### src/core/cvc_regs.vh
`ifndef CVC_REGS_VH
`define CVC_REGS_VH

// Register byte offsets
`define CVC_OFF_CMP1_CTRL 8'h00
`define CVC_OFF_CMP2_CTRL 8'h04
`define CVC_OFF_CMP_STATUS 8'h08
`define CVC_OFF_SHARED 8'h0C
`define CVC_OFF_WDOG_CTRL 8'h10
`define CVC_OFF_FLAGS 8'h14
`define CVC_OFF_MASK 8'h18

// Decoded register selects
`define CVC_SEL_NONE 3'h0
`define CVC_SEL_CMP1 3'h1
`define CVC_SEL_CMP2 3'h2
`define CVC_SEL_STAT 3'h3
`define CVC_SEL_SHRD 3'h4
`define CVC_SEL_WDOG 3'h5
`define CVC_SEL_FLAG 3'h6
`define CVC_SEL_MASK 3'h7

// Comparator control fields
`define CVC_CMP_ON_BIT 7
`define CVC_CMP_OE_BIT 6
`define CVC_CMP_INV_BIT 5
`define CVC_CMP_EDGE_HI 4
`define CVC_CMP_EDGE_LO 3
`define CVC_CMP_REF_BIT 2
`define CVC_CMP_CH_HI 1
`define CVC_CMP_CH_LO 0

// Edge select encodings
`define CVC_EDGE_NONE 2'h0
`define CVC_EDGE_RISE 2'h1
`define CVC_EDGE_FALL 2'h2
`define CVC_EDGE_ANY 2'h3

// Voltage reference control fields
`define CVC_VREF_ON_BIT 7
`define CVC_VREF_PIN_BIT 6
`define CVC_VREF_RANGE_BIT 5
`define CVC_VREF_SRC_BIT 4
`define CVC_VREF_LVL_HI 3
`define CVC_VREF_LVL_LO 0

// Watchdog control: shared address select
`define CVC_WDOG_SHARED_BIT 4

// Flag and mask layout
`define CVC_FLAG_CMP1_BIT 5
`define CVC_FLAG_CMP2_BIT 6
`define CVC_FLAG_MASK_BITS 8'h60

// Reset values
`define CVC_RST_CMP_CTRL 8'h00
`define CVC_RST_VREF_CTRL 8'h00
`define CVC_RST_TMR4_PERIOD 8'hFF
`define CVC_RST_WDOG_CTRL 8'h00
`define CVC_RST_FLAGS 8'h00
`define CVC_RST_MASK 8'h00

// Bus responses
`define CVC_RESP_OKAY 2'h0
`define CVC_RESP_SLVERR 2'h2

`endif

### src/core/cvc_cmp_chan.v
`timescale 1ns/1ps
`include "cvc_regs.vh"

// One comparator channel: synchroniser, polarity, edge event
module cvc_cmp_chan (
	input wire clk, // System clock
	input wire rst_n, // Async reset, active low
	input wire raw_in, // Analog comparator output, async
	input wire cmp_on, // Comparator enabled
	input wire invert, // Output polarity invert
	input wire [1:0] edge_sel, // Interrupt edge select
	output reg out_r, // Polarised, synchronised output
	output reg event_r // One-cycle interrupt event
);

	reg sync1_r;
	reg sync2_r;
	wire pol_nxt;
	wire rise;
	wire fall;
	reg event_nxt;

	// Two-stage synchroniser, first stage read only by second
	always @(posedge clk or negedge rst_n)
	begin
		if (!rst_n)
		begin
			sync1_r <= 1'b0;
			sync2_r <= 1'b0;
		end
		else
		begin
			sync1_r <= raw_in;
			sync2_r <= sync1_r;
		end
	end

	// Polarity applied; a disabled comparator reads low
	assign pol_nxt = cmp_on & (sync2_r ^ invert);
	assign rise = pol_nxt & ~out_r;
	assign fall = ~pol_nxt & out_r;

	// Edge selection; keeps running whatever the sleep state
	always @*
	begin
		case (edge_sel)
			`CVC_EDGE_NONE: event_nxt = 1'b0;
			`CVC_EDGE_RISE: event_nxt = rise;
			`CVC_EDGE_FALL: event_nxt = fall;
			`CVC_EDGE_ANY: event_nxt = rise | fall;
			default: event_nxt = 1'b0;
		endcase
	end

	// Output and event registers
	always @(posedge clk or negedge rst_n)
	begin
		if (!rst_n)
		begin
			out_r <= 1'b0;
			event_r <= 1'b0;
		end
		else
		begin
			out_r <= pol_nxt;
			event_r <= event_nxt & cmp_on;
		end
	end

endmodule

### src/core/cvc_top.v
// Functional notes
// - In sleep an enabled comparator keeps running and its interrupt still works.
// - An enabled comparator interrupt during sleep requests wake-up.
// - Wake-up from sleep leaves both comparator control registers unchanged.
// - Reset clears both comparator controls, switching comparators and reference off.
// - Reference control bit 5 selects the output range.
// - Each range has 16 levels set by a 4-bit field, bits 3..0.
// - Range 1: zero base, span/24 steps; range 0: quarter span base, span/32 steps.
// - Bit 4 picks external reference pins (1) or analog supply rails (0).
// - Reference control shares timer 4 period address, visible when shared select set.
// - Pin-drive bit routes reference to port F pin, overriding its direction bit 5.
// - Reset clears reference enable bit 7, disabling the reference.
// - Reset also clears pin-drive, range select and the four level bits.
// - Wake-up by interrupt or watchdog leaves reference control unchanged.
// - Comparator control bit 7 enables or disables that comparator.
// - Status bits 0 and 1 show comparator 1 and 2 outputs, read only.
// - Edge select: 01 rising, 10 falling, 11 any change, 00 never.
// - Interrupt flags at bits 6 and 5 stay set until software clears them.
`timescale 1ns/1ps
`include "cvc_regs.vh"

module cvc_top #(
	parameter ADDR_W = 8 // AXI address width
) (
	input wire MCLK, // System clock, 50 MHz
	input wire ARST_N, // Async reset, active low
	input wire [ADDR_W-1:0] S_AXI_AWADDR, // Write address
	input wire S_AXI_AWVALID, // Write address valid
	output reg S_AXI_AWREADY, // Write address ready
	input wire [31:0] S_AXI_WDATA, // Write data
	input wire [3:0] S_AXI_WSTRB, // Write strobes
	input wire S_AXI_WVALID, // Write data valid
	output reg S_AXI_WREADY, // Write data ready
	output reg [1:0] S_AXI_BRESP, // Write response
	output reg S_AXI_BVALID, // Write response valid
	input wire S_AXI_BREADY, // Write response ready
	input wire [ADDR_W-1:0] S_AXI_ARADDR, // Read address
	input wire S_AXI_ARVALID, // Read address valid
	output reg S_AXI_ARREADY, // Read address ready
	output reg [31:0] S_AXI_RDATA, // Read data
	output reg [1:0] S_AXI_RRESP, // Read response
	output reg S_AXI_RVALID, // Read data valid
	input wire S_AXI_RREADY, // Read data ready
	input wire [1:0] CMP_RAW, // Analog comparator outputs, async
	input wire SLEEP_IN, // Device in sleep, async
	output reg [1:0] CMP_ON, // Comparator enables
	output reg [1:0] CMP_REF_SEL, // Non-inverting reference select
	output reg [1:0] CMP1_CH_SEL, // Comparator 1 inverting input select
	output reg [1:0] CMP2_CH_SEL, // Comparator 2 inverting input select
	output reg [1:0] CMP_PIN_EN, // Comparator output pin enables
	output reg [1:0] CMP_OUT, // Polarised comparator outputs
	output reg VREF_ON, // Reference ladder enabled
	output reg VREF_PIN_DRIVE, // Reference routed to port F pin
	output reg PF5_DIR_OVERRIDE, // Port F bit 5 direction overridden
	output reg VREF_RANGE_SEL, // 1 low range, 0 high range
	output reg VREF_SRC_SEL, // 1 external pins, 0 analog rails
	output reg [3:0] VREF_LEVEL, // Ladder tap select
	output reg [7:0] TMR4_PERIOD, // Timer 4 period value
	output reg IRQ, // Interrupt, active high level
	output reg WAKE_REQ // Wake-up request while sleeping
);

	// Address decode, shared by read and write paths
	function [2:0] dec_sel;
		input [ADDR_W-1:0] addr;
		begin
			case (addr[7:0])
				`CVC_OFF_CMP1_CTRL: dec_sel = `CVC_SEL_CMP1;
				`CVC_OFF_CMP2_CTRL: dec_sel = `CVC_SEL_CMP2;
				`CVC_OFF_CMP_STATUS: dec_sel = `CVC_SEL_STAT;
				`CVC_OFF_SHARED: dec_sel = `CVC_SEL_SHRD;
				`CVC_OFF_WDOG_CTRL: dec_sel = `CVC_SEL_WDOG;
				`CVC_OFF_FLAGS: dec_sel = `CVC_SEL_FLAG;
				`CVC_OFF_MASK: dec_sel = `CVC_SEL_MASK;
				default: dec_sel = `CVC_SEL_NONE;
			endcase
		end
	endfunction

	reg [7:0] cmp_ctrl_r [0:1];
	reg [7:0] vref_ctrl_r;
	reg [7:0] tmr4_r;
	reg [7:0] wdog_r;
	reg [7:0] flags_r;
	reg [7:0] mask_r;
	reg [ADDR_W-1:0] awaddr_r;
	reg aw_held_r;
	reg [7:0] wdata_r;
	reg wstrb0_r;
	reg w_held_r;
	reg slp1_r;
	reg slp2_r;
	wire [1:0] cmp_out;
	wire [1:0] cmp_event;
	wire do_write;
	wire [2:0] wsel;
	wire [2:0] rsel;
	wire wr_en;
	wire shared_sel;
	reg [7:0] rd_byte;
	reg rd_ok;
	reg [7:0] flag_set;
	reg [7:0] flag_clr;
	wire [7:0] flags_nxt;

	// Comparator channels; they run regardless of sleep
	genvar gi;
	generate
		for (gi = 0; gi < 2; gi = gi + 1)
		begin : g_chan
			cvc_cmp_chan u_chan (
				.clk(MCLK),
				.rst_n(ARST_N),
				.raw_in(CMP_RAW[gi]),
				.cmp_on(cmp_ctrl_r[gi][`CVC_CMP_ON_BIT]),
				.invert(cmp_ctrl_r[gi][`CVC_CMP_INV_BIT]),
				.edge_sel(cmp_ctrl_r[gi][`CVC_CMP_EDGE_HI:`CVC_CMP_EDGE_LO]),
				.out_r(cmp_out[gi]),
				.event_r(cmp_event[gi])
			);
		end
	endgenerate

	// Sleep level synchroniser
	always @(posedge MCLK or negedge ARST_N)
	begin
		if (!ARST_N)
		begin
			slp1_r <= 1'b0;
			slp2_r <= 1'b0;
		end
		else
		begin
			slp1_r <= SLEEP_IN;
			slp2_r <= slp1_r;
		end
	end

	// Write channel handshake and capture
	assign do_write = aw_held_r & w_held_r & ~S_AXI_BVALID;
	assign wsel = dec_sel(awaddr_r);
	assign wr_en = do_write & wstrb0_r;
	assign shared_sel = wdog_r[`CVC_WDOG_SHARED_BIT];

	always @(posedge MCLK or negedge ARST_N)
	begin
		if (!ARST_N)
		begin
			S_AXI_AWREADY <= 1'b0;
			S_AXI_WREADY <= 1'b0;
			S_AXI_BVALID <= 1'b0;
			S_AXI_BRESP <= `CVC_RESP_OKAY;
			aw_held_r <= 1'b0;
			w_held_r <= 1'b0;
			awaddr_r <= {ADDR_W{1'b0}};
			wdata_r <= 8'h00;
			wstrb0_r <= 1'b0;
		end
		else
		begin
			S_AXI_AWREADY <= ~aw_held_r & ~(S_AXI_AWVALID & S_AXI_AWREADY) & ~do_write;
			S_AXI_WREADY <= ~w_held_r & ~(S_AXI_WVALID & S_AXI_WREADY) & ~do_write;
			if (S_AXI_AWVALID & S_AXI_AWREADY)
			begin
				aw_held_r <= 1'b1;
				awaddr_r <= S_AXI_AWADDR;
			end
			else if (do_write)
				aw_held_r <= 1'b0;
			if (S_AXI_WVALID & S_AXI_WREADY)
			begin
				w_held_r <= 1'b1;
				wdata_r <= S_AXI_WDATA[7:0];
				wstrb0_r <= S_AXI_WSTRB[0];
			end
			else if (do_write)
				w_held_r <= 1'b0;
			if (do_write)
			begin
				S_AXI_BVALID <= 1'b1;
				S_AXI_BRESP <= (wsel == `CVC_SEL_NONE) ? `CVC_RESP_SLVERR : `CVC_RESP_OKAY;
			end
			else if (S_AXI_BREADY)
				S_AXI_BVALID <= 1'b0;
		end
	end

	// Control registers; only reset or software writes change them, never wake-up
	always @(posedge MCLK or negedge ARST_N)
	begin
		if (!ARST_N)
		begin
			cmp_ctrl_r[0] <= `CVC_RST_CMP_CTRL;
			cmp_ctrl_r[1] <= `CVC_RST_CMP_CTRL;
			vref_ctrl_r <= `CVC_RST_VREF_CTRL;
			tmr4_r <= `CVC_RST_TMR4_PERIOD;
			wdog_r <= `CVC_RST_WDOG_CTRL;
			mask_r <= `CVC_RST_MASK;
		end
		else if (wr_en)
		begin
			case (wsel)
				`CVC_SEL_CMP1: cmp_ctrl_r[0] <= wdata_r;
				`CVC_SEL_CMP2: cmp_ctrl_r[1] <= wdata_r;
				`CVC_SEL_SHRD:
				begin
					if (shared_sel)
						vref_ctrl_r <= wdata_r;
					else
						tmr4_r <= wdata_r;
				end
				`CVC_SEL_WDOG: wdog_r <= wdata_r & 8'h10;
				`CVC_SEL_MASK: mask_r <= wdata_r & `CVC_FLAG_MASK_BITS;
				default: mask_r <= mask_r;
			endcase
		end
	end

	// Flag set and write-one-to-clear terms
	always @*
	begin
		flag_set = 8'h00;
		flag_clr = 8'h00;
		flag_set[`CVC_FLAG_CMP1_BIT] = cmp_event[0];
		flag_set[`CVC_FLAG_CMP2_BIT] = cmp_event[1];
		if (wr_en && (wsel == `CVC_SEL_FLAG))
			flag_clr = wdata_r & `CVC_FLAG_MASK_BITS;
	end

	// Sticky flags, a new event wins over a clear in the same cycle
	assign flags_nxt = (flags_r & ~flag_clr) | flag_set;

	always @(posedge MCLK or negedge ARST_N)
	begin
		if (!ARST_N)
			flags_r <= `CVC_RST_FLAGS;
		else
			flags_r <= flags_nxt;
	end

	// Read channel
	assign rsel = dec_sel(S_AXI_ARADDR);

	always @*
	begin
		rd_ok = 1'b1;
		case (rsel)
			`CVC_SEL_CMP1: rd_byte = cmp_ctrl_r[0];
			`CVC_SEL_CMP2: rd_byte = cmp_ctrl_r[1];
			`CVC_SEL_STAT: rd_byte = {6'h00, cmp_out};
			`CVC_SEL_SHRD: rd_byte = shared_sel ? vref_ctrl_r : tmr4_r;
			`CVC_SEL_WDOG: rd_byte = wdog_r;
			`CVC_SEL_FLAG: rd_byte = flags_r;
			`CVC_SEL_MASK: rd_byte = mask_r;
			default:
			begin
				rd_byte = 8'h00;
				rd_ok = 1'b0;
			end
		endcase
	end

	always @(posedge MCLK or negedge ARST_N)
	begin
		if (!ARST_N)
		begin
			S_AXI_ARREADY <= 1'b0;
			S_AXI_RVALID <= 1'b0;
			S_AXI_RDATA <= 32'h00000000;
			S_AXI_RRESP <= `CVC_RESP_OKAY;
		end
		else
		begin
			S_AXI_ARREADY <= ~S_AXI_RVALID & ~(S_AXI_ARVALID & S_AXI_ARREADY);
			if (S_AXI_ARVALID & S_AXI_ARREADY)
			begin
				S_AXI_RVALID <= 1'b1;
				S_AXI_RDATA <= {24'h000000, rd_byte};
				S_AXI_RRESP <= rd_ok ? `CVC_RESP_OKAY : `CVC_RESP_SLVERR;
			end
			else if (S_AXI_RREADY)
				S_AXI_RVALID <= 1'b0;
		end
	end

	// Analog-side drive, registered
	always @(posedge MCLK or negedge ARST_N)
	begin
		if (!ARST_N)
		begin
			CMP_ON <= 2'h0;
			CMP_REF_SEL <= 2'h0;
			CMP1_CH_SEL <= 2'h0;
			CMP2_CH_SEL <= 2'h0;
			CMP_PIN_EN <= 2'h0;
			CMP_OUT <= 2'h0;
			VREF_ON <= 1'b0;
			VREF_PIN_DRIVE <= 1'b0;
			PF5_DIR_OVERRIDE <= 1'b0;
			VREF_RANGE_SEL <= 1'b0;
			VREF_SRC_SEL <= 1'b0;
			VREF_LEVEL <= 4'h0;
			TMR4_PERIOD <= `CVC_RST_TMR4_PERIOD;
		end
		else
		begin
			CMP_ON <= {cmp_ctrl_r[1][`CVC_CMP_ON_BIT], cmp_ctrl_r[0][`CVC_CMP_ON_BIT]};
			CMP_REF_SEL <= {cmp_ctrl_r[1][`CVC_CMP_REF_BIT], cmp_ctrl_r[0][`CVC_CMP_REF_BIT]};
			CMP1_CH_SEL <= cmp_ctrl_r[0][`CVC_CMP_CH_HI:`CVC_CMP_CH_LO];
			CMP2_CH_SEL <= cmp_ctrl_r[1][`CVC_CMP_CH_HI:`CVC_CMP_CH_LO];
			CMP_PIN_EN <= {cmp_ctrl_r[1][`CVC_CMP_OE_BIT], cmp_ctrl_r[0][`CVC_CMP_OE_BIT]};
			CMP_OUT <= cmp_out;
			VREF_ON <= vref_ctrl_r[`CVC_VREF_ON_BIT];
			VREF_PIN_DRIVE <= vref_ctrl_r[`CVC_VREF_PIN_BIT];
			PF5_DIR_OVERRIDE <= vref_ctrl_r[`CVC_VREF_PIN_BIT];
			VREF_RANGE_SEL <= vref_ctrl_r[`CVC_VREF_RANGE_BIT];
			VREF_SRC_SEL <= vref_ctrl_r[`CVC_VREF_SRC_BIT];
			VREF_LEVEL <= vref_ctrl_r[`CVC_VREF_LVL_HI:`CVC_VREF_LVL_LO];
			TMR4_PERIOD <= tmr4_r;
		end
	end

	// Interrupt and wake request from unmasked flags
	always @(posedge MCLK or negedge ARST_N)
	begin
		if (!ARST_N)
		begin
			IRQ <= 1'b0;
			WAKE_REQ <= 1'b0;
		end
		else
		begin
			IRQ <= |(flags_r & mask_r);
			WAKE_REQ <= slp2_r & (|(flags_r & mask_r));
		end
	end

endmodule

### config.mk
export PLATFORM = sky130hd
export DESIGN_NAME = cvc_top
export DESIGN_NICKNAME = d
export VERILOG_FILES = /design/src/core/cvc_cmp_chan.v /design/src/core/cvc_top.v
export VERILOG_INCLUDE_DIRS = /design/src /design/src/core
export SDC_FILE = /design/constraint.sdc
export NUM_CORES = 1
export LEC_CHECK = 0
export BUFFER_PORTS_ARGS = -buffer_cell sky130_fd_sc_hd__buf_2
export CORE_UTILIZATION = 46
export CTS_CLUSTER_SIZE = 40
export DETAILED_ROUTE_END_ITERATION = 8
export PLACE_DENSITY = 0.8
export SLEW_MARGIN = 20
export SYNTH_ARGS = -nofsm -noshare
export SYNTH_HDL_FRONTEND = slang
export SYNTH_SLANG_ARGS = --single-unit
### constraint.sdc
create_clock -name MCLK -period 1.8 [get_ports MCLK]
set_input_delay 0.27 -clock MCLK [delete_from_list [all_inputs] [get_ports MCLK]]
set_output_delay 0.27 -clock MCLK [all_outputs]
set_load 0.02 [all_outputs]
After elaboration in Yosys (flattened, before gate mapping)
Cells that the tools add are included.

word-level totals
  bits in registers = 119
  input port bits = 62
  logic and storage cells = 151
  output and inout bits = 72

operators by class
  eq/ne operators = 31
  bitwise logic cells = 41
  reductions and logical operators = 18
  mux-type cells = 17

operators with widths
  cell                                                             number
  8-bit one-hot mux with 7 select lines                            1
  8-bit by 5-bit == test with 1-bit output, second input constant  6
  3-bit one-hot mux with 7 select lines                            2
  8-bit by 4-bit == test with 1-bit output, second input constant  4
  3-bit == test, second input constant                             8
  1-bit AND                                                        20
  8-bit by 3-bit == test with 1-bit output, second input constant  2
  8-bit zero test                                                  2
  1-bit NOT                                                        13
  3-bit by 2-bit == test with 1-bit output, second input constant  3
  8-bit by 7-bit AND with 8-bit output                             1
  8-bit AND                                                        1
  2-bit == test, second input constant                             4
  1-bit two-way mux                                                8
  8-bit two-way mux                                                1
  8-bit NOT                                                        1
  8-bit by 7-bit bitwise OR with 8-bit output                      1
  1-bit one-hot mux with 4 select lines                            2
  2-bit AND reduction                                              4
  2-bit nonzero test                                               4
  8-bit OR reduction                                               1
  7-bit two-way mux                                                1
  7-bit OR reduction                                               1
  3-bit by 1-bit == test with 1-bit output, second input constant  2
  8 further kinds                                                  14

Longest topological paths before layout
Gate-level depths: netlist of run 1.

  word-level depth = 8
  depth in mapped cells = 8
  gate-level depth less buffers = 8

Modules after synthesis
Synthesis of run 1 repeated with hierarchy kept, for this count alone.

second synthesis, totals
  cells, all modules = 314
  area, all modules = 4474.3 um^2

modules (own cells, without submodules)
  module        area each (um^2)  instances  cells each  sequential area each (um^2)
  cvc_top       4119.0            1          284         2597.5
  cvc_cmp_chan  177.7             2          15          100.1

Least setup slack after synthesis of run 1
Ideal clock, no wire load.

  path kind = reg2reg
  from = reg S_AXI_BVALID
  to = reg tmr4_r[0]
  stages on the path, launching flop included = 6
  setup slack = 0.057 ns
  path buffers = 0
  clock period less this slack = 1.743 ns
  setup time = 0.082 ns
  data arrival time = 1.660 ns
  required time = 1.718 ns
  cells stage by stage = dfrtp_1 -> and4b_1 -> and4bb_4 -> nand3_2 -> nor2_4 -> mux2_2

on the way
  word-level cells in the longest chain between the ends = 4

RTL lines
  item                           RTL line       text
  from (decl)                    cvc_top.v:35   output reg S_AXI_BVALID,
  from (signal assigned)         cvc_top.v:151  S_AXI_BVALID <= 1'b0;
  from (signal assigned)         cvc_top.v:180  S_AXI_BVALID <= 1'b1;
  from (signal assigned)         cvc_top.v:184  S_AXI_BVALID <= 1'b0;
  1-bit NOT                      cvc_top.v:140  assign do_write = aw_held_r & w_held_r & ~S_AXI_BVALID;
  1-bit AND                      cvc_top.v:140
  1-bit AND                      cvc_top.v:142  assign wr_en = do_write & wstrb0_r;
  3-bit AND reduction (no line)  --
  to (signal assigned)           cvc_top.v:196  tmr4_r <= `CVC_RST_TMR4_PERIOD;
  to (signal assigned)           cvc_top.v:210  tmr4_r <= wdata_r;
  to (decl)                      cvc_top.v:82   reg [7:0] tmr4_r;

Every way passes these cells.
A chain may end at the register's enable or synchronous reset.

Final worst setup path of run 1
  from = reg awaddr_r[6]
  to = reg vref_ctrl_r[7]

on the way
  word-level cells in the longest chain between the ends = 4
  elaborated cells between the ends (all ways) = 10
  classes of those cells = eq/ne (7); mux (1); reduce/logical (2)

RTL lines
  item                                                                    RTL line       text
  from (decl)                                                             cvc_top.v:86   reg [ADDR_W-1:0] awaddr_r;
  from (signal assigned)                                                  cvc_top.v:155  awaddr_r <= {ADDR_W{1'b0}};
  8-bit by 5-bit == test with 1-bit output, or another cell as far along  cvc_top.v:67   case (addr[7:0])
  3-bit one-hot mux with 7 select lines (*)                               cvc_top.v:67
  3-bit == test (*)                                                       cvc_top.v:202  case (wsel)
  3-bit AND reduction (no line) (*)                                       --
  to (signal assigned)                                                    cvc_top.v:195  vref_ctrl_r <= `CVC_RST_VREF_CTRL;
  to (signal assigned)                                                    cvc_top.v:208  vref_ctrl_r <= wdata_r;
  to (decl)                                                               cvc_top.v:81   reg [7:0] vref_ctrl_r;

Mark *: on every way between the ends. The rest lies on a longest branch, timed or not.

==> results of run 1 <==
-- repair_timing --
item / CTS / global route
hold endpoints to repair: 98 / 0
setup buffers: 1 / 0
resized for setup: 8 / 7
pin swaps: 4 / 3
setup endpoints to repair: 18 / 39
hold buffers: 4 / 0
-- final cells by class --
cell class | count | area, µm² | area share
flip-flops and latches | 111 | 2800 | 0.518
multi-input cells | 203 | 1620 | 0.299
repair buffers | 96 | 574 | 0.106
clock buffers | 10 | 128 | 0.0236
well taps | 129 | 161 | 0.0299
clock inverters | 6 | 92.6 | 0.0171
inverters | 9 | 33.8 | 0.00625
-- metal layers --
metal | up-vias | routed length [µm] | global-route usage
met5 | - | 0 | 0
met4 | 0 | 169 | 0.0792
met3 | 14 | 422 | 0.0449
met2 | 92 | 4180 | 0.294
met1 | 1407 | 3910 | 0.243
li1 | 1305 | - | -
-- layout by cell type (no fill, tap or decap), drive strengths merged, types with 3 or more instances in the layout --
cell         instances
a21o                 4
a21oi                9
a22o                 4
and2                 4
buf                 92
clkbuf              10
conb                26
dfrtp               95
dfstp               16
dlygate4sd3          4
ha                   4
inv                 10
mux2                52
mux2i               15
nand2               18
nand3                7
nor2                12
nor2b                5
nor3b                4
nor4                 6
o21ai                9
o22ai                3
-- logic make-up after synthesis --
logic type,count (synthesis),synth area share
multiplexers,67,0.162
AO/OA/AOI/OAI,36,0.0515
AND/OR/NAND/NOR,68,0.0944
adder cells (fa/ha/maj),4,0.0110
buffers and inverters,43,0.0608
XOR/XNOR,2,0.00386
other,1,0.000825
flip-flops,111,0.616
-- sequential cells by signal, indices dropped and copies added (netlist names), 4 cells and up --
register     count
wdata_r          8
TMR4_PERIOD      8
cmp_ctrl_r      16
VREF_LEVEL       4
tmr4_r           8
S_AXI_RDATA      8
vref_ctrl_r      8
awaddr_r         8
-- power by group --
part / switching, mW / internal (mW)
registers: 0.412 / 2.89
logic: 0.523 / 0.509
clock network: 0.824 / 0.794
total: 1.76 / 4.20
-- worst max-delay path, delay by kind of cell, from the launching register on --
family | cells | cell delay [ns]
and+or+nand+nor | 3 | 0.82
DFF | 1 | 0.42
muxes | 1 | 0.36
buffers and inverters | 1 | 0.12
-- through the flow --
stage                     std cells  instance area, µm²  setup TNS, ns
after floorplan                 357                4640              0
after detailed placement        543                5070         -0.707
after global routing            564                5400          -2.50
final                           564                5400         -0.216
after CTS                       564                5380         -0.365
after global placement          543                5070         -0.206
-- final timing paths --
kind | to | from
setup reg to reg | vref_ctrl_r[7] | awaddr_r[6]
hold reg to reg | slp2_r | slp1_r
max in group asynchronous | wdog_r[4] | ARST_N
setup / recovery | vref_ctrl_r[7] | awaddr_r[6]
min in group asynchronous | CMP_OUT[0] | ARST_N
hold / removal | S_AXI_BVALID | S_AXI_BREADY
==> run summary, run 1 <==
Routed wire length: 8670 µm
Number of instances on the worst hold path: 2
Post-synth design cell area: 4540 µm²
Arrival @ worst endpoint: 2.10 ns
Failing checks: setup timing
Share of flip-flops with an asynchronous set or reset after synthesis: 1.00
Worst slew margin relative to its limit: 0.622
Clock sink count: 111
Per-cell routed wire length: 15.4 µm
Maximum fanout along the worst path: 8
DIE AREA: 10300 µm²
First-pass GRT wire length: 14000 µm
H-tree levels: 3
Antenna diode instance count: 0
Post-route clock skew: 0.0121 ns
Crit path capture type: flip-flop
Start-to-end type of the worst setup path: flip-flop to flip-flop
Final Util: 0.574
HPWL after detailed placement: 6060 µm
Count of different cell masters after synthesis: 45
Global router's overall resource usage: 0.185
Final GP Congestion: 0.860
TritonCTS clock tree: built
DRC violations left: 0
Cell count after synthesis: 332
Die W: 101 µm
IR drop worst, VDD: 0.000716 V
Final setup violation count: 15
Cell-by-cell trace of the critical path: nor4_4 -> and4bb_4 -> buf_6 -> nand4_4 -> mux2_4
Power after layout: 5.95 mW
Logic depth of the worst register-to-register path: 5
Vias per cell: 5.00
Total of buffers placed on input and output ports: 80
Initial DRC Count: 121
Final Cycle Share: 1.02
P&R area growth vs syn: 18.9%
Initial antenna violation count: 0
Required time of the critical path: 2.08 ns
CTS Buf Count: 9
Areal power density over the cells: 1100 nW/µm²
CTS clk-pin slew, worst paths: 0.10 ns
Run status: finished with violations
Slowest CP cell: dfrtp_1
Area of the core: 9420 µm²
Pins Over Slew Limit: 0
Hold crit path type: input port to flip-flop
Setup Slack @ Placement: -0.0730 ns
Worst slack on hold paths: 0.0452 ns
Master cell of the clock root buffer: clkbuf_8
Setup repair after global routing missed its margin: true
Io pins: 134
Register-to-Register Setup Slack: -0.03 ns
Dominant cells by area after synthesis: dfrtp_1 (52%), mux2_2 (13%), dfstp_2 (9.3%), buf_4 (4.8%), mux2i_1 (3.3%)
Final number of hold-violating endpoints: 0
Count of max-cap constraint violations: 0
Pin count of the biggest net entering global routing: 112
Mean instance size in the synthesized netlist: 13.7 µm²
Leakage power total: 2.69 nW
Die boundary height: 101 µm
Number of vias after detailed routing: 2818
Vias in the first global route: 2796
Fmax: 547 MHz
Top FF cell, synth: dfrtp_1
Top cell type's share of synthesized area: 0.523
Final worst-path setup slack: -0.0286 ns
Insertion delay of the later-clocked pin in the worst-skew pair: 0.38 ns
Gr ovfl total: 0
Filler cell count: 808
EDFF count, synth: 0
Detailed-routing iteration count for the pre-antenna-repair pass: 4
Fraction of the yosys area taken by sequential cells: 0.616
Share of final-layout standard cells stronger than drive strength 1: 0.430
Leading area contributor after synthesis: dfrtp_1
Worst Setup Start Kind: flip-flop
Most frequent cell after synthesis: dfrtp_1
Layout net count: 496
Number of warnings printed during yosys synthesis: 0
Buffers from clock root to sink, at most: 2
Slew at the pin closest to its max-slew limit: 0.567 ns
Initial core utilization: 0.483
Std cell rows: 35
Remaining antenna violation count: 0
Shortest period the worst path allows: 1.83 ns
Number of register bits inferred by synthesis: 111
Top cell types by occurrence after synthesis: dfrtp_1 (95), mux2_2 (52), buf_4 (29)
Delay of the slowest critical-path stage: 0.42 ns
No activity file was read; power rests on OpenSTA's default activity.
==> run 2, diff against run 1 <==
--- a/config.mk
+++ b/config.mk
@@ -7,10 +7,10 @@
 export NUM_CORES = 1
 export LEC_CHECK = 0
 export BUFFER_PORTS_ARGS = -buffer_cell sky130_fd_sc_hd__buf_2
-export CORE_UTILIZATION = 46
+export CORE_UTILIZATION = 55
 export CTS_CLUSTER_SIZE = 40
 export DETAILED_ROUTE_END_ITERATION = 8
-export PLACE_DENSITY = 0.8
+export PLACE_DENSITY = 0.89
 export SLEW_MARGIN = 20
 export SYNTH_ARGS = -nofsm -noshare
 export SYNTH_HDL_FRONTEND = slang
==> constraint.sdc (replaced) <==
create_clock -name MCLK -period 2.2 [get_ports MCLK]
set_input_delay 0.33 -clock MCLK [delete_from_list [all_inputs] [get_ports MCLK]]
set_output_delay 0.33 -clock MCLK [all_outputs]
set_load 0.02 [all_outputs]
==> run summary, run 2 (same netlist as run 1, synthesis figures left out) <==
Run status: finished, final reports clean
Share of total power in sequential cells: 0.558 (+0.003)
CTS Buf Count: 9 (unchanged)
Leakage power total: 2.62 nW (-2.6%)
Setup Slack @ Placement: 0.284 ns (+0.357 ns)
Vias in the first global route: 2862 (+2.4%)
Final Util: 0.663 (+0.0887)
Shortest period the worst path allows: 1.93 ns (+0.0966 ns)
Share of total power in combinational logic: 0.165 (-0.008)
Net Sw Frac: 0.293 (-0.00283)
Setup repair after global routing missed its margin: false
Insertion delay of the later-clocked pin in the worst-skew pair: 0.37 ns (about the same)
CTS-repair resized insts: 0 (-8)
Final number of hold-violating endpoints: 0 (unchanged)
Post-route clock skew: 0.0143 ns (+0.00224 ns)
Total of buffers placed on input and output ports: 80 (unchanged)
Vias per cell: 5.33 (+6.7%)
Clock sink count: 111 (unchanged)
Startpoint of the worst hold path: SLEEP_IN
Maximum fanout along the worst path: 8 (unchanged)
Final Cycle Share: 0.875 (-0.141)
Antenna diode instance count: 0 (unchanged)
Gr ovfl total: 0 (unchanged)
DRC violations left: 0 (unchanged)
Global router's overall resource usage: 0.213 (+0.0285)
Remaining antenna violation count: 0 (unchanged)
Critical path origin: awaddr_r[0]
P&R area growth vs syn: 14.4%
Hold crit path type: input port to flip-flop
Buffers from clock root to sink, at most: 2 (unchanged)
Slew at the pin closest to its max-slew limit: 0.554 ns (-0.0128 ns)
Delay of the slowest critical-path stage: 0.42 ns (about the same)
CTS clk-pin slew, worst paths: 0.10 ns (about the same)
Arrival @ worst endpoint: 2.21 ns (+0.11 ns)
Startpoint of the lowest-slack register-to-register path: awaddr_r[0]
Worst slew margin relative to its limit: 0.627 (+0.00513)
TritonCTS clock tree: built
Final GP Congestion: 0.814 (-5.3%)
Die W: 92.9 µm (-8.4%)
Pin count of the biggest net entering global routing: 72 (-36%)
Die boundary height: 92.9 µm (-8.4%)
Worst Setup Start Kind: flip-flop
Initial core utilization: 0.579 (+0.0964)
Required time of the critical path: 2.49 ns (+0.41 ns)
Leading cell type in the layout, fill and taps excluded: dfrtp_1
Start-to-end type of the worst setup path: flip-flop to flip-flop
Max FFs per register: 16 (unchanged)
Std cell rows: 32 (-8.6%)
Master cell of the clock root buffer: clkbuf_8
Number of vias after detailed routing: 2800 (-0.64%)
Areal power density over the cells: 929 nW/µm² (-16%)
Fmax: 519 MHz (-5.0%)
Pins Over Slew Limit: 0 (unchanged)
Initial DRC Count: 195 (+61%)
Cell-by-cell trace of the critical path: nor4_4 -> and4bb_4 -> nand3_2 -> nor2_4 -> mux2_2
Internal Pwr Total: 3.42 mW (-19%)
Slowest CP cell: dfrtp_1
Io pins: 134 (unchanged)
NetSw: 1.41 mW (-20%)
IR drop worst, VDD: 0.000704 V (-1.7%)
HPWL after detailed placement: 5880 µm (-3.0%)
DIE AREA: 8630 µm² (-16%)
Layout net count: 484 (-2.4%)
Aggregate negative setup slack: 0 ns (+0.216 ns)
First-pass GRT wire length: 14000 µm (-0.29%)
Power share of the clock group: 0.277 (+0.005)
Final setup violation count: 0 (-15)
H-tree levels: 3 (unchanged)
Most used cells in the layout excluding fill and tap cells: dfrtp_1 (95), buf_2 (79), mux2_2 (52)
Per-cell routed wire length: 15.7 µm (+2.3%)
Crit path capture type: flip-flop
Largest Register: cmp_ctrl_r
Area of the core: 7850 µm² (-17%)
Share of final-layout standard cells stronger than drive strength 1: 0.416 (-0.0138)
Final worst-path setup slack: 0.275 ns (+0.303 ns)
Count of max-cap constraint violations: 0 (unchanged)
Routed wire length: 8260 µm (-4.8%)
Detailed-routing iteration count for the pre-antenna-repair pass: 4 (unchanged)
Initial antenna violation count: 0 (unchanged)
[run 2: cell count changes in the layout (fill, tap and decap cells not counted), moves of 2 or more]
cell           before  now
mux2_4             11    0
mux2_2             41   52
nor3b_2             2    0
buf_4               9    3
dlygate4sd3_1       4    1
buf_12              3    1
nor3b_1             2    4
[run 2: what timing repair did]
item,in CTS,in global routing
buffers inserted,0,0
hold buffers,1,0
hold endpoints to repair,9,0
[run 2: power groups by stage]
stage          Sequential (mW)  Clock, mW  Combinational, mW
6_report                  2.70       1.34              0.797
5_1_grt                   2.76       1.45              0.870
4_1_cts                   2.70       1.36              0.807
3_5_place_dp              2.74          0              0.799
3_3_place_gp              2.71          0              0.762
2_1_floorplan             2.70          0              0.568
[run 2: metal layers]
layer	global-route usage	vias up	wire [µm]
met3	0.0509	9	501
met4	0.0692	0	104
met2	0.319	110	3860
li1	-	1289	-
met1	0.308	1392	3800
met5	0	-	0
[run 2: area by class of cell]
type                       count  area [µm²]
sequential                   111        2800
fill                         602        2650
multi-input combinational    203        1560
timing repair buffer          84         448
clock buffer                  10         138
tap                          102         128
clock inverter                 6        91.3
inverter                       9        33.8
[run 2: final timing paths]
check	endpoint	slack [ns]	depth (start not counted)
hold / removal	slp1_r	0.06	1
max in group asynchronous	TMR4_PERIOD[6]	1.22	3
min in group asynchronous	wdata_r[1]	0.34	2
setup reg to reg	tmr4_r[3]	0.27	5
setup / recovery	tmr4_r[3]	0.27	5
hold reg to reg	g_chan[1].u_chan.sync2_r	0.35	0
[run 2: metrics by stage]
| stage | hold slack [ns] | power [mW] | instances | instance area, µm² |
|---|---|---|---|---|
| 3_3_place_gp | 0.177 | 3.47 | 508 | 4960 |
| 6_report | 0.0582 | 4.83 | 525 | 5200 |
| 5_1_grt | 0.0477 | 5.07 | 525 | 5200 |
| 3_5_place_dp | 0.180 | 3.54 | 508 | 4960 |
| 2_1_floorplan | 0.0344 | 3.27 | 357 | 4640 |
| 4_1_cts | 0.0453 | 4.87 | 525 | 5200 |
[run 2: critical path: cells and delay by family, from the launching register on]
| kind | cells | cell delay, ns |
|---|---|---|
| simple gates | 4 | 1.06 |
| flops | 1 | 0.42 |
| mux | 1 | 0.37 |
==> run 3, diff against run 2 <==
--- a/config.mk
+++ b/config.mk
@@ -7,10 +7,11 @@
 export NUM_CORES = 1
 export LEC_CHECK = 0
 export BUFFER_PORTS_ARGS = -buffer_cell sky130_fd_sc_hd__buf_2
-export CORE_UTILIZATION = 55
+export CORE_ASPECT_RATIO = 0.9
+export CORE_UTILIZATION = 51
 export CTS_CLUSTER_SIZE = 40
 export DETAILED_ROUTE_END_ITERATION = 8
-export PLACE_DENSITY = 0.89
+export PLACE_DENSITY = 0.84
 export SLEW_MARGIN = 20
 export SYNTH_ARGS = -nofsm -noshare
 export SYNTH_HDL_FRONTEND = slang
==> constraint.sdc (replaced) <==
create_clock -name MCLK -period 1.79 [get_ports MCLK]
set_input_delay 0.2685 -clock MCLK [delete_from_list [all_inputs] [get_ports MCLK]]
set_output_delay 0.2685 -clock MCLK [all_outputs]
set_load 0.02 [all_outputs]
==> run summary, run 3 (same netlist as run 1, synthesis figures left out) <==
Initial DRC Count: 103 (-47%)
H-tree levels: 3 (unchanged)
Crit path capture type: flip-flop
Count of max-cap constraint violations: 0 (unchanged)
Final worst-path setup slack: -0.0539 ns (-0.329 ns)
HPWL after detailed placement: 6060 µm (+3.2%)
Antenna diode instance count: 0 (unchanged)
Master cell of the clock root buffer: clkbuf_8
Most used cells in the layout excluding fill and tap cells: dfrtp_1 (95), buf_2 (79), mux2_2 (51)
Remaining antenna violation count: 0 (unchanged)
Buffers from clock root to sink, at most: 2 (unchanged)
DIE AREA: 9290 µm² (+7.7%)
Share of final-layout standard cells stronger than drive strength 1: 0.432 (+0.0164)
Detailed-routing iteration count for the pre-antenna-repair pass: 4 (unchanged)
Total of buffers placed on input and output ports: 80 (unchanged)
Final Util: 0.622 (-0.0407)
Hold crit path type: input port to flip-flop
Areal power density over the cells: 1100 nW/µm² (+19%)
Io pins: 134 (unchanged)
Vias in the first global route: 2839 (-0.80%)
IR drop worst, VDD: 0.00105 V (+49%)
Std cell rows: 32 (unchanged)
Layout net count: 498 (+2.9%)
First-pass GRT wire length: 13800 µm (-1.6%)
Slowest CP cell: dfrtp_1
Per-cell routed wire length: 15.2 µm (-3.6%)
TritonCTS clock tree: built
Global router's overall resource usage: 0.199 (-0.0146)
Final GP Congestion: 0.828 (+1.7%)
Number of placed instances with taps included: 536 (+5.5%)
CTS clk-pin slew, worst paths: 0.10 ns (about the same)
Initial antenna violation count: 0 (unchanged)
Clock sink count: 111 (unchanged)
Routed wire length: 8430 µm (+2.1%)
Cell-by-cell trace of the critical path: nor4_4 -> and4bb_4 -> nand3b_2 -> mux2_2
Leading cell type in the layout, fill and taps excluded: dfrtp_1
Final number of hold-violating endpoints: 0 (unchanged)
Post-route clock skew: 0.00980 ns (-0.00450 ns)
Worst slew margin relative to its limit: 0.646 (+0.0186)
Top cell family by delay on the critical path: simple AND/OR/NAND/NOR gates
Max FFs per register: 16 (unchanged)
Pins Over Slew Limit: 0 (unchanged)
Number of standard cells in the final layout excluding fillers: 556 (+5.9%)
Arrival @ worst endpoint: 2.11 ns (-0.10 ns)
CTS Buf Count: 9 (unchanged)
DRC violations left: 0 (unchanged)
Leakage power total: 2.68 nW (+2.2%)
Power after layout: 5.90 mW (+22%)
Run status: finished with violations
P&R area growth vs syn: 17.8%
Worst Setup Start Kind: flip-flop
Area of the core: 8610 µm² (+9.7%)
Initial core utilization: 0.528 (-0.0512)
Pin count of the biggest net entering global routing: 53 (-26%)
Maximum fanout along the worst path: 8 (unchanged)
Failing checks: setup timing
Insertion delay of the later-clocked pin in the worst-skew pair: 0.37 ns (about the same)
Fmax: 542 MHz (+4.4%)
Delay of the slowest critical-path stage: 0.42 ns (about the same)
Required time of the critical path: 2.06 ns (-0.43 ns)
Die boundary height: 91.6 µm (-1.5%)
Final setup violation count: 16 (+16)
Filler cell count: 677 (+12%)
Setup Slack @ Placement: -0.0343 ns (-0.318 ns)
Shortest period the worst path allows: 1.84 ns (-0.0813 ns)
Setup repair after global routing missed its margin: true
Buf+Inv Stages, Crit Path: 0 (unchanged)
Die W: 102 µm (+9.3%)
Gr ovfl total: 0 (unchanged)
Number of vias after detailed routing: 2815 (+0.54%)
Final Cycle Share: 1.03 (+0.155)
Largest Register: cmp_ctrl_r
Slew at the pin closest to its max-slew limit: 0.530 ns (-0.0240 ns)
Number of post-CTS setup repair buffers: 0 (unchanged)
Vias per cell: 5.06 (-5.1%)
Start-to-end type of the worst setup path: flip-flop to flip-flop
==> run 3: cell types whose count changed in the layout (fill, tap and decap cells not counted), sizes merged <==
cell | before | now
bufinv | 2 | 1
clkinv | 3 | 2
buf | 83 | 94
dlygate4sd3 | 1 | 4
inv | 10 | 12
clkbuf | 10 | 9
clkinvlp | 0 | 1
==> run 3: metrics by stage <==
stage | TNS (ns) | hold WS (ns) | area, µm²
floorplan | 0 | -0.0271 | 4640
global placement | -0.0343 | 0.164 | 5080
detailed placement | -0.208 | 0.164 | 5080
CTS | -0.692 | 0.0439 | 5320
global route | -2.87 | 0.0554 | 5350
finish | -0.649 | 0.0575 | 5350
==> run 3: repair_timing <==
item                                   4_1_cts  5_1_grt
hold buffers                                 4        0
resized for setup                            1        5
setup endpoints to repair                   20       37
endpoints found under the hold margin       17        0
pin swaps                                    2        4
==> run 3: worst reg2reg max path, stage by stage (launching register included) <==
cell and delay [ns]:
dfrtp_1 0.42, nor4_4 0.32, and4bb_4 0.34, nand3b_2 0.28
mux2_2 0.37
==> run 3: metal layers <==
layer | up-vias | wire [µm] | global-route usage
met3 | 16 | 424 | 0.0400
met5 | - | 0 | 0
met1 | 1384 | 3730 | 0.266
li1 | 1314 | - | -
met4 | 0 | 187 | 0.0785
met2 | 101 | 4090 | 0.316
==> run 3: layout make-up <==
class	instances	area [µm²]	area share
multi-input cells	203	1600	0.299
well taps	119	149	0.0278
clock inverters	7	77.6	0.0145
repair buffers	98	573	0.107
clock buffers	9	124	0.0231
inverters	9	33.8	0.00631
flip-flops and latches	111	2800	0.523
==> run 3: worst paths after layout <==
| path | startpoint | endpoint | slack [ns] | cells after the start |
|---|---|---|---|---|
| min reg2reg | slp1_r | slp2_r | 0.36 | 0 |
| max | awaddr_r[0] | cmp_ctrl_r[0] | -0.05 | 4 |
| min in group asynchronous | ARST_N | CMP_REF_SEL[0] | 0.31 | 2 |
| max reg2reg | awaddr_r[0] | cmp_ctrl_r[0] | -0.05 | 4 |
| min | S_AXI_AWVALID | S_AXI_AWREADY | 0.06 | 2 |
| max in group asynchronous | ARST_N | TMR4_PERIOD[0] | 0.85 | 3 |
==> run 3: power by group <==
group          total [mW]  internal [mW]  leakage, nW  switching, mW
clock                1.51          0.662        0.101          0.850
combinational        1.07          0.510         1.16          0.560
sequential           3.32           2.91         1.42          0.410
total                5.90           4.08         2.68           1.82
